<file path="config.mk">
export PLATFORM = sky130hd
export DESIGN_NAME = dual_hbridge_chopper_control
export DESIGN_NICKNAME = d
export VERILOG_FILES = /design/src/common/hbridge_pkg.sv /design/src/verilog/arm_deadtime.sv /design/src/verilog/bridge_chopper.sv /design/src/verilog/dual_hbridge_chopper_control.sv
export VERILOG_INCLUDE_DIRS = /design/src /design/src/common
export SDC_FILE = /design/constraint.sdc
export NUM_CORES = 1
export LEC_CHECK = 0
export BUFFER_PORTS_ARGS = -buffer_cell sky130_fd_sc_hd__buf_2
export CAP_MARGIN = 20
export CORE_UTILIZATION = 60
export CTS_CLUSTER_DIAMETER = 150
export DETAILED_ROUTE_END_ITERATION = 10
export PLACE_DENSITY = 0.77
export SKIP_LAST_GASP = 1
export SYNTH_ARGS = -nofsm -noshare
export SYNTH_HDL_FRONTEND = slang
export SYNTH_HIERARCHICAL = 1
export SYNTH_SLANG_ARGS = --single-unit
</file>
<file path="constraint.sdc">
create_clock -name clk -period 8.27 [get_ports clk]
set_input_delay 0.827 -clock clk [delete_from_list [all_inputs] [get_ports clk]]
set_output_delay 0.827 -clock clk [all_outputs]
set_load 0.02 [all_outputs]
</file>
<file path="src/common/hbridge_params.svh">
`ifndef HBRIDGE_PARAMS_SVH
`define HBRIDGE_PARAMS_SVH
// clock rate in kHz
`define CLK_KHZ 10000
// timings in nanoseconds, as printed
`define BLANK_NS 1800
`define OFF_NS 21000
`define DEAD_NS 250
`define OCP_GLITCH_NS 1400
`define WAKE_NS 140000
// cycle counts: least times round up, longest round down
`define BLANK_CYC ((`BLANK_NS * `CLK_KHZ + 999999) / 1000000)
`define OFF_CYC ((`OFF_NS * `CLK_KHZ + 999999) / 1000000)
`define DEAD_CYC ((`DEAD_NS * `CLK_KHZ + 999999) / 1000000)
`define OCP_GLITCH_CYC ((`OCP_GLITCH_NS * `CLK_KHZ + 999999) / 1000000)
`define WAKE_CYC ((`WAKE_NS * `CLK_KHZ) / 1000000)
// over-current retry period in cycles (plain default)
`define RETRY_CYC 1000
`endif

</file>
<file path="src/common/hbridge_pkg.sv">
`default_nettype none
package hbridge_pkg;
    // drive state of one half-bridge arm
    typedef enum logic [1:0] {
        ARM_OFF = 2'b00,
        ARM_HIGH = 2'b01,
        ARM_LOW = 2'b10
    } arm_t;
    // chopper phases
    typedef enum logic [1:0] {
        CH_ON = 2'b00,
        CH_DECAY = 2'b01,
        CH_TRIPPED = 2'b10
    } chop_t;
    // switch gate pair of one arm
    typedef struct packed {
        logic hiOn;
        logic loOn;
    } gates_t;
    // one bridge output: two arms
    typedef struct packed {
        gates_t pos;
        gates_t neg;
    } bridge_t;
endpackage
`default_nettype wire

</file>
<file path="src/verilog/arm_deadtime.sv">
`include "hbridge_params.svh"
`default_nettype none
module arm_deadtime
    import hbridge_pkg::*;
#(
    parameter int DEAD = `DEAD_CYC
) (
    // clock and reset
    input wire logic clk,
    input wire logic rstn,
    // requested arm state
    input wire arm_t want,
    // gate outputs
    output gates_t gates
);
    // refused at elaboration: the 8-bit counter holds 1 to 255
    if (DEAD < 1 || DEAD > 255)
        $error("dead time out of range");
    typedef struct packed {
        arm_t cur;
        logic [7:0] cnt;
        gates_t g;
    } st_t;
    st_t s_q, s_d;
    // both switches off for at least DEAD + 2 cycles between changes
    always_comb begin
        s_d = s_q;
        if (want != s_q.cur) begin
            s_d.g = '0;
            if (s_q.cur != ARM_OFF && want != ARM_OFF) begin
                // crossing: pass through off first
                s_d.cur = ARM_OFF;
                s_d.cnt = 8'(DEAD);
            end else if (s_q.cnt != 8'h00) begin
                s_d.cnt = s_q.cnt - 8'h01;
            end else begin
                s_d.cur = want;
                s_d.cnt = 8'(DEAD);
            end
        end else begin
            if (s_q.cnt != 8'h00 && s_q.cur == ARM_OFF)
                s_d.cnt = s_q.cnt - 8'h01;
            s_d.g.hiOn = (s_q.cur == ARM_HIGH);
            s_d.g.loOn = (s_q.cur == ARM_LOW);
        end
    end
    // state register
    always_ff @(posedge clk or negedge rstn) begin
        if (!rstn) begin
            s_q <= '{cur: ARM_OFF, cnt: 8'h00, g: 2'b00};
        end else begin
            s_q <= s_d;
        end
    end
    assign gates = s_q.g;
endmodule
`default_nettype wire

</file>
<file path="src/verilog/bridge_chopper.sv">
`include "hbridge_params.svh"
`default_nettype none
module bridge_chopper
    import hbridge_pkg::*;
#(
    parameter int BLANK = `BLANK_CYC,
    parameter int OFFT = `OFF_CYC,
    parameter int GLITCH = `OCP_GLITCH_CYC,
    parameter int RETRY = `RETRY_CYC
) (
    // clock and reset
    input wire logic clk,
    input wire logic rstn,
    // synchronised controls
    input wire logic run,
    input wire logic dirIn,
    input wire logic senseTrip,
    input wire logic limitActive,
    // arm requests and fault
    output arm_t wantPos,
    output arm_t wantNeg,
    output logic ocFault
);
    // refused at elaboration: the 16-bit timers cannot hold these
    if (BLANK < 1 || OFFT < 1 || GLITCH < 1 || RETRY < 1 ||
        RETRY > 65535 || OFFT > 65535 || BLANK + `DEAD_CYC + 1 > 65535)
        $error("bridge_chopper count out of range");
    // blank runs from the arm request, but the high side turns on only
    // after the dead-time path; stretch the mask so on-time >= BLANK
    localparam int ONBLANK = BLANK + `DEAD_CYC + 1;
    typedef struct packed {
        chop_t ph;
        logic dir;
        logic [15:0] tmr;
        logic [15:0] ocCnt;
        logic ocOff;
    } st_t;
    st_t s_q, s_d;
    // chopper and over-current sequencing
    always_comb begin
        s_d = s_q;
        if (s_q.tmr != 16'h0000)
            s_d.tmr = s_q.tmr - 16'h0001;
        if (!run) begin
            s_d.ph = CH_ON;
            s_d.tmr = 16'(ONBLANK);
            s_d.dir = dirIn;
        end else if (s_q.ocOff) begin
            // retry wait, then re-enable
            if (s_q.tmr == 16'h0000) begin
                s_d.ocOff = 1'b0;
                s_d.ocCnt = '0;
                s_d.ph = CH_ON;
                s_d.tmr = 16'(ONBLANK);
            end
        end else if (limitActive && s_q.ocCnt >= 16'(GLITCH - 1)) begin
            // limit outlasts deglitch: this bridge only
            s_d.ocOff = 1'b1;
            s_d.tmr = 16'(RETRY);
        end else begin
            s_d.ocCnt = limitActive ? s_q.ocCnt + 16'h0001 : 16'h0000;
            if (dirIn != s_q.dir) begin
                // outputs switch: new blanking
                s_d.dir = dirIn;
                s_d.ph = CH_ON;
                s_d.tmr = 16'(ONBLANK);
            end else begin
                case (s_q.ph)
                    CH_ON: begin
                        // trip ignored while blanking
                        if (s_q.tmr == 16'h0000 && senseTrip) begin
                            s_d.ph = CH_DECAY;
                            s_d.tmr = 16'(OFFT);
                        end
                    end
                    CH_DECAY: begin
                        // fixed off-time then on again
                        if (s_q.tmr == 16'h0000) begin
                            s_d.ph = CH_ON;
                            s_d.tmr = 16'(ONBLANK);
                        end
                    end
                    default: s_d.ph = CH_ON;
                endcase
            end
        end
    end
    // state register
    always_ff @(posedge clk or negedge rstn) begin
        if (!rstn) begin
            s_q <= '{ph: CH_ON, dir: 1'b0, tmr: 16'h0000,
                     ocCnt: 16'h0000, ocOff: 1'b0};
        end else begin
            s_q <= s_d;
        end
    end
    // arm requests: forward drives pos high
    always_comb begin
        wantPos = ARM_OFF;
        wantNeg = ARM_OFF;
        if (run && !s_q.ocOff) begin
            if (s_q.ph == CH_DECAY) begin
                // slow decay: both low sides
                wantPos = ARM_LOW;
                wantNeg = ARM_LOW;
            end else begin
                wantPos = s_q.dir ? ARM_HIGH : ARM_LOW;
                wantNeg = s_q.dir ? ARM_LOW : ARM_HIGH;
            end
        end
    end
    assign ocFault = s_q.ocOff;
endmodule
`default_nettype wire

</file>
<file path="src/verilog/dual_hbridge_chopper_control.sv">
`include "hbridge_params.svh"
`default_nettype none
module dual_hbridge_chopper_control
    import hbridge_pkg::*;
#(
    parameter int WAKE = `WAKE_CYC,
    parameter int RETRY = `RETRY_CYC
) (
    // clock and reset
    input wire logic clk,
    input wire logic rstn,
    // host pins
    input wire logic low_power_request_n,
    input wire logic bridge_a_direction_in,
    input wire logic bridge_b_direction_in,
    // analog indications
    input wire logic bridge_a_current_sense,
    input wire logic bridge_b_current_sense,
    input wire logic [1:0] overcurrent_guard,
    input wire logic overheat_shutdown,
    input wire logic supply_low_lockout,
    // bridge gates
    output bridge_t bridge_a_gates,
    output bridge_t bridge_b_gates,
    // output levels and enables
    output logic bridge_a_out_pos,
    output logic bridge_a_out_pos_oe,
    output logic bridge_a_out_neg,
    output logic bridge_a_out_neg_oe,
    output logic bridge_b_out_pos,
    output logic bridge_b_out_pos_oe,
    output logic bridge_b_out_neg,
    output logic bridge_b_out_neg_oe,
    // open-drain fault
    output logic fault_out,
    output logic fault_oe
);
    // refused at elaboration: the wake timer is 16 bits wide
    if (WAKE < 1 || WAKE > 65535)
        $error("wake count out of range");
    localparam int NSYNC = 7;
    // all state of this level except the guard synchronisers
    typedef struct packed {
        logic [NSYNC-1:0] s1;
        logic [NSYNC-1:0] s2;
        logic [15:0] wake;
        logic awake;
        logic faultLow;
    } st_t;
    st_t s_q, s_d;
    logic [NSYNC-1:0] raw;
    logic sleepN, dirA, dirB, senA, senB, ocA, ocB, hot, uvLow;
    logic localRst, hold, run;
    logic ocFaultA, ocFaultB;
    arm_t wApos, wAneg, wBpos, wBneg;
    bridge_t gA, gB;
    // pins gathered for two-flop synchronisation
    assign raw = {low_power_request_n, bridge_a_direction_in,
                  bridge_b_direction_in, bridge_a_current_sense,
                  bridge_b_current_sense, overheat_shutdown,
                  supply_low_lockout};
    assign {sleepN, dirA, dirB, senA, senB, hot, uvLow} = s_q.s2;
    // guard inputs sampled through a dedicated pair
    logic [1:0] oc1_q, oc2_q;
    always_ff @(posedge clk or negedge rstn) begin
        if (!rstn) begin
            oc1_q <= 2'b00;
            oc2_q <= 2'b00;
        end else begin
            oc1_q <= overcurrent_guard;
            oc2_q <= oc1_q;
        end
    end
    assign ocA = oc2_q[0];
    assign ocB = oc2_q[1];
    // wake timer and fault level
    always_comb begin
        s_d = s_q;
        s_d.s1 = raw;
        s_d.s2 = s_q.s1;
        if (!sleepN || uvLow) begin
            // sleep and lockout reset the logic
            s_d.wake = 16'(WAKE);
            s_d.awake = 1'b0;
        end else if (s_q.wake != 16'h0000) begin
            // ignore inputs until woken
            s_d.wake = s_q.wake - 16'h0001;
        end else begin
            s_d.awake = 1'b1;
        end
        // fault low on heat outside sleep, lockout or over-current
        s_d.faultLow = (sleepN && hot) || uvLow || ocFaultA || ocFaultB;
    end
    // state register
    always_ff @(posedge clk or negedge rstn) begin
        if (!rstn) begin
            s_q <= '{s1: '0, s2: '0, wake: 16'h0000,
                     awake: 1'b0, faultLow: 1'b0};
        end else begin
            s_q <= s_d;
        end
    end
    // internal reset of both bridges
    assign localRst = rstn && sleepN && !uvLow;
    // overheat holds switches off without reset
    assign hold = hot;
    assign run = s_q.awake && !hold;
    // bridge A follows its own input
    bridge_chopper #(.RETRY(RETRY)) chopA (
        .clk(clk),
        .rstn(localRst),
        .run(run),
        .dirIn(dirA),
        .senseTrip(senA),
        .limitActive(ocA),
        .wantPos(wApos),
        .wantNeg(wAneg),
        .ocFault(ocFaultA)
    );
    // bridge B follows its own input
    bridge_chopper #(.RETRY(RETRY)) chopB (
        .clk(clk),
        .rstn(localRst),
        .run(run),
        .dirIn(dirB),
        .senseTrip(senB),
        .limitActive(ocB),
        .wantPos(wBpos),
        .wantNeg(wBneg),
        .ocFault(ocFaultB)
    );
    // dead-time arms, one per output
    arm_deadtime armAp (.clk(clk), .rstn(localRst), .want(wApos),
                        .gates(gA.pos));
    arm_deadtime armAn (.clk(clk), .rstn(localRst), .want(wAneg),
                        .gates(gA.neg));
    arm_deadtime armBp (.clk(clk), .rstn(localRst), .want(wBpos),
                        .gates(gB.pos));
    arm_deadtime armBn (.clk(clk), .rstn(localRst), .want(wBneg),
                        .gates(gB.neg));
    assign bridge_a_gates = gA;
    assign bridge_b_gates = gB;
    // pin view: driven when either switch is on, else floating
    assign bridge_a_out_pos = gA.pos.hiOn;
    assign bridge_a_out_pos_oe = gA.pos.hiOn | gA.pos.loOn;
    assign bridge_a_out_neg = gA.neg.hiOn;
    assign bridge_a_out_neg_oe = gA.neg.hiOn | gA.neg.loOn;
    assign bridge_b_out_pos = gB.pos.hiOn;
    assign bridge_b_out_pos_oe = gB.pos.hiOn | gB.pos.loOn;
    assign bridge_b_out_neg = gB.neg.hiOn;
    assign bridge_b_out_neg_oe = gB.neg.hiOn | gB.neg.loOn;
    // open drain: only ever pulls low
    assign fault_out = 1'b0;
    assign fault_oe = s_q.faultLow;
endmodule
`default_nettype wire
</file>
# Yosys cells after proc, flatten, opt, wreduce, memory -nomap -nowiden
# Index checks and enable logic that the tools add are counted.
word_totals:
  register_bits: 156
  out_inout_bits: 18
  wordCells: 223
op_classes:
  addsub: 9
  n_lt_le_gt_ge: 2
  eq_ne: 35
  mux: 75
  bitwise: 4
  reduce_logical: 65
ops:
  columns: ["operator", "n"]
  rows:
  - ["16-bit two-way mux", 15]
  - ["33-bit two-way mux", 4]
  - ["10-bit two-way mux", 8]
  - ["8-bit two-way mux", 8]
  - ["16-bit case mux with 2 select lines", 2]
  - ["2-bit two-way mux", 24]
  - ["16-bit nonzero test", 3]
  - ["16-bit by 1-bit subtractor with 16-bit output, second input constant", 3]
  - ["19-bit two-way mux", 2]
  - ["16-bit by 1-bit adder with 16-bit output, second input constant", 2]
  - ["16-bit by 4-bit greater-or-equal comparator with 1-bit output, second input constant", 2]
  - ["16-bit logical NOT", 2]
  - ["8-bit nonzero test", 4]
  - ["8-bit by 1-bit subtractor with 8-bit output, second input constant", 4]
  - ["2-bit nonzero test", 13]
  - ["1-bit logical AND", 18]
  - ["17-bit two-way mux", 1]
  - ["2-bit != test, second input constant", 8]
  - ["2-bit by 1-bit != test with 1-bit output, second input constant", 7]
  - ["2-bit by 1-bit == test with 1-bit output, second input constant", 6]
  - ["2-bit logical NOT", 6]
  - ["2-bit AND reduction", 6]
  - ["3-bit AND reduction", 4]
  - ["2-bit == test, second input constant", 4]
  - ["other kinds (12)", 34]

# Longest topological paths before layout
depth:
  depth_word: 8
  depth_mapped: 9
  ltp_nobuf: 8

# Modules after synthesis
# The synthesis kept the hierarchy.
modules_own_cells:
  columns: ["module", "instances", "cells_each", "area_each_um2", "seq_area_each_um2"]
  rows:
  - ["arm_deadtime", 4, 83, 788.3, 300.3]
  - ["bridge_chopper (chopA)", 1, 218, 2085.8, 900.9]
  - ["bridge_chopper (chopB)", 1, 214, 2019.4, 900.9]
  - ["dual_hbridge_chopper_control", 1, 128, 1527.7, 900.9]

# Worst setup path before layout
# Ideal clock, no wire load.
synth_path:
  path_kind: "register to register"
  startpoint: "reg s_q, in the netlist hold"
  endpoint: "reg armAn/s_q[5] (netlist name)"
  setup_time_ps: 79
  arrival_ps: 2302
  t_required_ps: 8191
  path_slack_ps: 5889
  stages_incl_launch_ff: 9
  n_path_buf: 1
  synth_period_minus_slack_ps: 2381
  cell_sequence: "dfrtp_1 > nor2b_1 > clkbuf_1 > nand2b_1 > nor3_1 > xor2_1 > nor2_2 > a211oi_1 > mux2i_1"
synth_between:
  elab_chain_cells: 8
  word_cells_on_any_way: 10
  classes_between: "1 x eq/ne; 3 x mux; 6 x reduce/logical"
synth_lines:
  columns: ["element", "line", "text"]
  rows:
  - ["start, declared", "dual_hbridge_chopper_control.sv:50", "st_t s_q, s_d;"]
  - ["start signal, assigned", "dual_hbridge_chopper_control.sv:97", "s_q <= '{s1: '0, s2: '0, wake: 16'h0000,"]
  - ["1-bit logical NOT *", "dual_hbridge_chopper_control.sv:107", "assign run = s_q.awake && !hold;"]
  - ["1-bit logical AND *", "dual_hbridge_chopper_control.sv:107", null]
  - ["net run", "dual_hbridge_chopper_control.sv:53", "logic localRst, hold, run;"]
  - ["1-bit logical AND *", "bridge_chopper.sv:101", "if (run && !s_q.ocOff) begin"]
  - ["2-bit two-way mux *", "bridge_chopper.sv:101", null]
  - ["net wAneg[0]", "dual_hbridge_chopper_control.sv:55", "arm_t wApos, wAneg, wBpos, wBneg;"]
  - ["2-bit nonzero test", "arm_deadtime.sv:30", "if (s_q.cur != ARM_OFF && want != ARM_OFF) begin"]
  - ["1-bit logical AND", "arm_deadtime.sv:30", null]
  - ["10-bit two-way mux", "arm_deadtime.sv:30", null]
  - ["10-bit two-way mux", "arm_deadtime.sv:28", "if (want != s_q.cur) begin"]
  - ["end signal, assigned", "arm_deadtime.sv:50", "s_q <= '{cur: ARM_OFF, cnt: 8'h00, g: 2'b00};"]
  - ["end, declared", "arm_deadtime.sv:24", "st_t s_q, s_d;"]
# Mark *: on every way through the listed nets, which the timed path passes. The rest lies on a longest branch.
# A chain may end at the register's enable or synchronous reset.

==> impl_metrics.toml <==
[setup_path]
critPathMaxFanout = 11
worstPathArrival_ps = 3210
cp-start-kind = "register"
critical_path_class = "reg2reg"
critPathCaptureType = "register"
cp.required_ps = 8650

[clock_network]
cts-root-buf = "clkbuf_16"
cts.sinks = 156
cts_setup_buffers = 0
numCtsBuffers = 17
path_clk_slew_ps = 70
cts_tree = "built"
cts_hold_buf = 0
cts.htree.levels = 4
cts_resized = 0
clock_latency_ps = 440
clockBufferDepth = 2

[floorplan]
rows = 43
fp.dieArea_mm2 = 0.01513
pin_count = 29
die_x_um = 123.0
initial_utilization_pct = 62.33
core_area_mm2 = 0.01410
die_h_um = 123.0

[cells_and_area]
stdcell_count = 1091
stdcell_area_mm2 = 0.009480
fillerInstances = 1052
post-route-util_pct = 67.26
syn2layout_area_growth_pct = 7.904
layout-drive-gt1-share_pct = 12.84
antennaDiodeCount = 0
fin_nets = 930

[route]
wl_um = 18120
first_pass_iters = 6
via_count = 6816
drcViolationCount = 0
viasPerCell = 6.247
wl_per_cell_um = 16.61
ant_nets = 0
drtIter0Drc = 630

[logic_synthesis]
ys_ff_latch = 156
synth_top_cell_by_area = "dfrtp_1"
synth-edff-count = 0
synthTopCellsByCount = "156 x dfrtp_1, 69 x nor2_1, 56 x o21ai_0"
yosysWarnings = 6
yosysMostFrequentCell = "dfrtp_1"
synth-main-ff-cell = "dfrtp_1"
syn_inst = 892
yosysTopAreaCellShare_pct = 44.43
syn_area_per_cell_um2 = 9.850
synth_area_mm2 = 0.008786
netlist-cell-type-count = 90
async_flop_share_pct = 100.0
ys_seq_area_share_pct = 44.43
synthTopCellsByArea = "dfrtp_1 44%, o21ai_0 3.2%, ha_1 3.0%"
mappedNetlistNets = 924

[global_routing]
grt_pass1_vias = 6508
grt_max_degree = 83
antenna_found_initial = 0
grt_pass1_wl_um = 30620
grt_usage_pct = 25.75
grt_overflow = 0

[placement]
placed_cell_area_mm2 = 0.008867
dp_cells = 1058
dp_hpwl_um = 12460
dp_slack_ps = 5087
gp_congestion = 0.8878
io_buffers = 27

[power_and_ir_drop]
irDropWorstVdd_mv = 0.1876
p_clk_share_pct = 49.2
p_comb_share_pct = 1.9
p_sw_w = 0.0003553
swShare_pct = 22.36
p_int_w = 0.001234
p_leak_nw = 4.240
power.density_mw_per_mm2 = 167.6
pwr-share-seq_pct = 48.8

[job]
max_cap_viol_count = 0

[status]
outcome = "completed"

[sta]
report.final.slew_viol_count = 0
slew_headroom_pct = 45.87
setup_slack_ps = 5439
setup_viol = 0
worstMarginPinSlew_ps = 812.0
skew_ps = 9.213
period_needed_ps = 2831
hold_violations = 0
grt_setup_unrepaired = "no"
fmax_ghz = 0.3532
tns_ps = 0
finalCritPeriodShare_pct = 34.23

[min_path]
hp-class = "reg2reg"
-- sequential cells by signal, indices dropped and copies added (netlist names), 2 cells and up --
name         flops
armBn/gates      2
chopA/s_q       35
oc2_q            2
armAn/s_q       10
armBp/s_q       10
armAp/s_q       10
chopB/s_q       35
s_q             21
s_d              7
armAp/gates      2
armBn/s_q       10
armBp/gates      2
oc1_q            2
armAn/gates      2
-- through the flow --
step                      hold WS [ps]  power [W]
after floorplan                  331.2  0.0008079
after global routing             359.0   0.001635
final                            347.0   0.001589
after global placement           337.4  0.0008190
after CTS                        347.4   0.001596
after detailed placement         334.7  0.0008204
-- cells in the final DEF (no fill, tap or decap), types with 6 or more instances in the layout --
cell       Yosys  layout
a211oi_1      12      12
nor4_1        10      10
inv_1         28      28
and3_1         6       6
or3b_2         7       7
or4_1          7       7
xor2_1        19      19
nand4_1       16      16
ha_1          21      21
mux2i_1       23      23
dfrtp_1      156     156
o21ai_1       14      14
nand3_1       30      30
nand2b_1      10      10
a21boi_0       8       8
a31oi_1        7       7
nor2_1        69      69
o31ai_1        7       7
a21oi_1       49      49
buf_2          7      27
or2_2          9       9
xnor2_1        6       6
nor4_4         6       6
o211ai_1      12      12
nor3_1        34      34
clkbuf_16      0      17
a21o_1        12      12
o21ai_0       56      56
and2_1        17      16
nor4bb_1       8       8
nor2b_1       20      20
nand2_1       43      43
o21bai_1      17      17
-- critical path, cell delays in order (launching register included) --
cell	delay (ps)
dfrtp_1	380
inv_1	100
ha_1	210
nor3b_1	570
and4_1	520
inv_2	110
ha_1	270
or4b_1	520
nand3_1	80
-- power by group through the flow --
| stage | Clock (W) | Combinational, W | Sequential [W] |
|---|---|---|---|
| floorplan | 0 | 0.0000201 | 0.000788 |
| global placement | 0 | 0.0000295 | 0.000789 |
| detailed placement | 0 | 0.0000307 | 0.000790 |
| CTS | 0.000789 | 0.0000308 | 0.000776 |
| global route | 0.000823 | 0.0000360 | 0.000776 |
| finish | 0.000782 | 0.0000309 | 0.000776 |
-- worst paths after layout --
check                               from  cells after the start             to  slack (ps)
min                              s_d[19]                      0           hold         350
min reg2reg                      s_d[19]                      0           hold         350
min in group asynchronous           rstn                      1         s_q[5]         470
max                        chopB/s_q[17]                      8  chopB/s_q[17]        5440
max in group asynchronous           rstn                      4   armBp/s_q[3]        6020
max reg2reg                chopB/s_q[17]                      8  chopB/s_q[17]        5440
-- cell type report --
cell class | instances | area (um2) | share of cell area [%]
timing repair buffer | 31 | 185.2 | 1.953
sequential | 156 | 3904 | 41.18
clock buffer | 20 | 446.7 | 4.712
inverter | 30 | 115.1 | 1.214
clock inverter | 12 | 138.9 | 1.465
tap | 180 | 225.2 | 2.376
multi-input combinational | 662 | 4466 | 47.10
-- logic make-up after synthesis --
group,after synthesis,synth area share [%]
flops,156,44.43
mux,27,3.176
compound gates,234,17.33
simple gates,354,24.76
fa+ha+maj,21,2.991
other cells,1,0.04268
xor+xnor,25,2.492
buf+inv,74,4.771
-- routing by layer --
| metal | vias up | part of all wire [%] | global-route usage [%] |
|---|---|---|---|
| met3 | 27 | 3.1 | 5.304 |
| met5 | - | 0 | 0 |
| met4 | 0 | 1.6 | 9.036 |
| met1 | 3391 | 46 | 33.39 |
| li1 | 3264 | - | - |
| met2 | 134 | 49 | 42.94 |
Note: power is estimated with default switching activity, not from simulation.
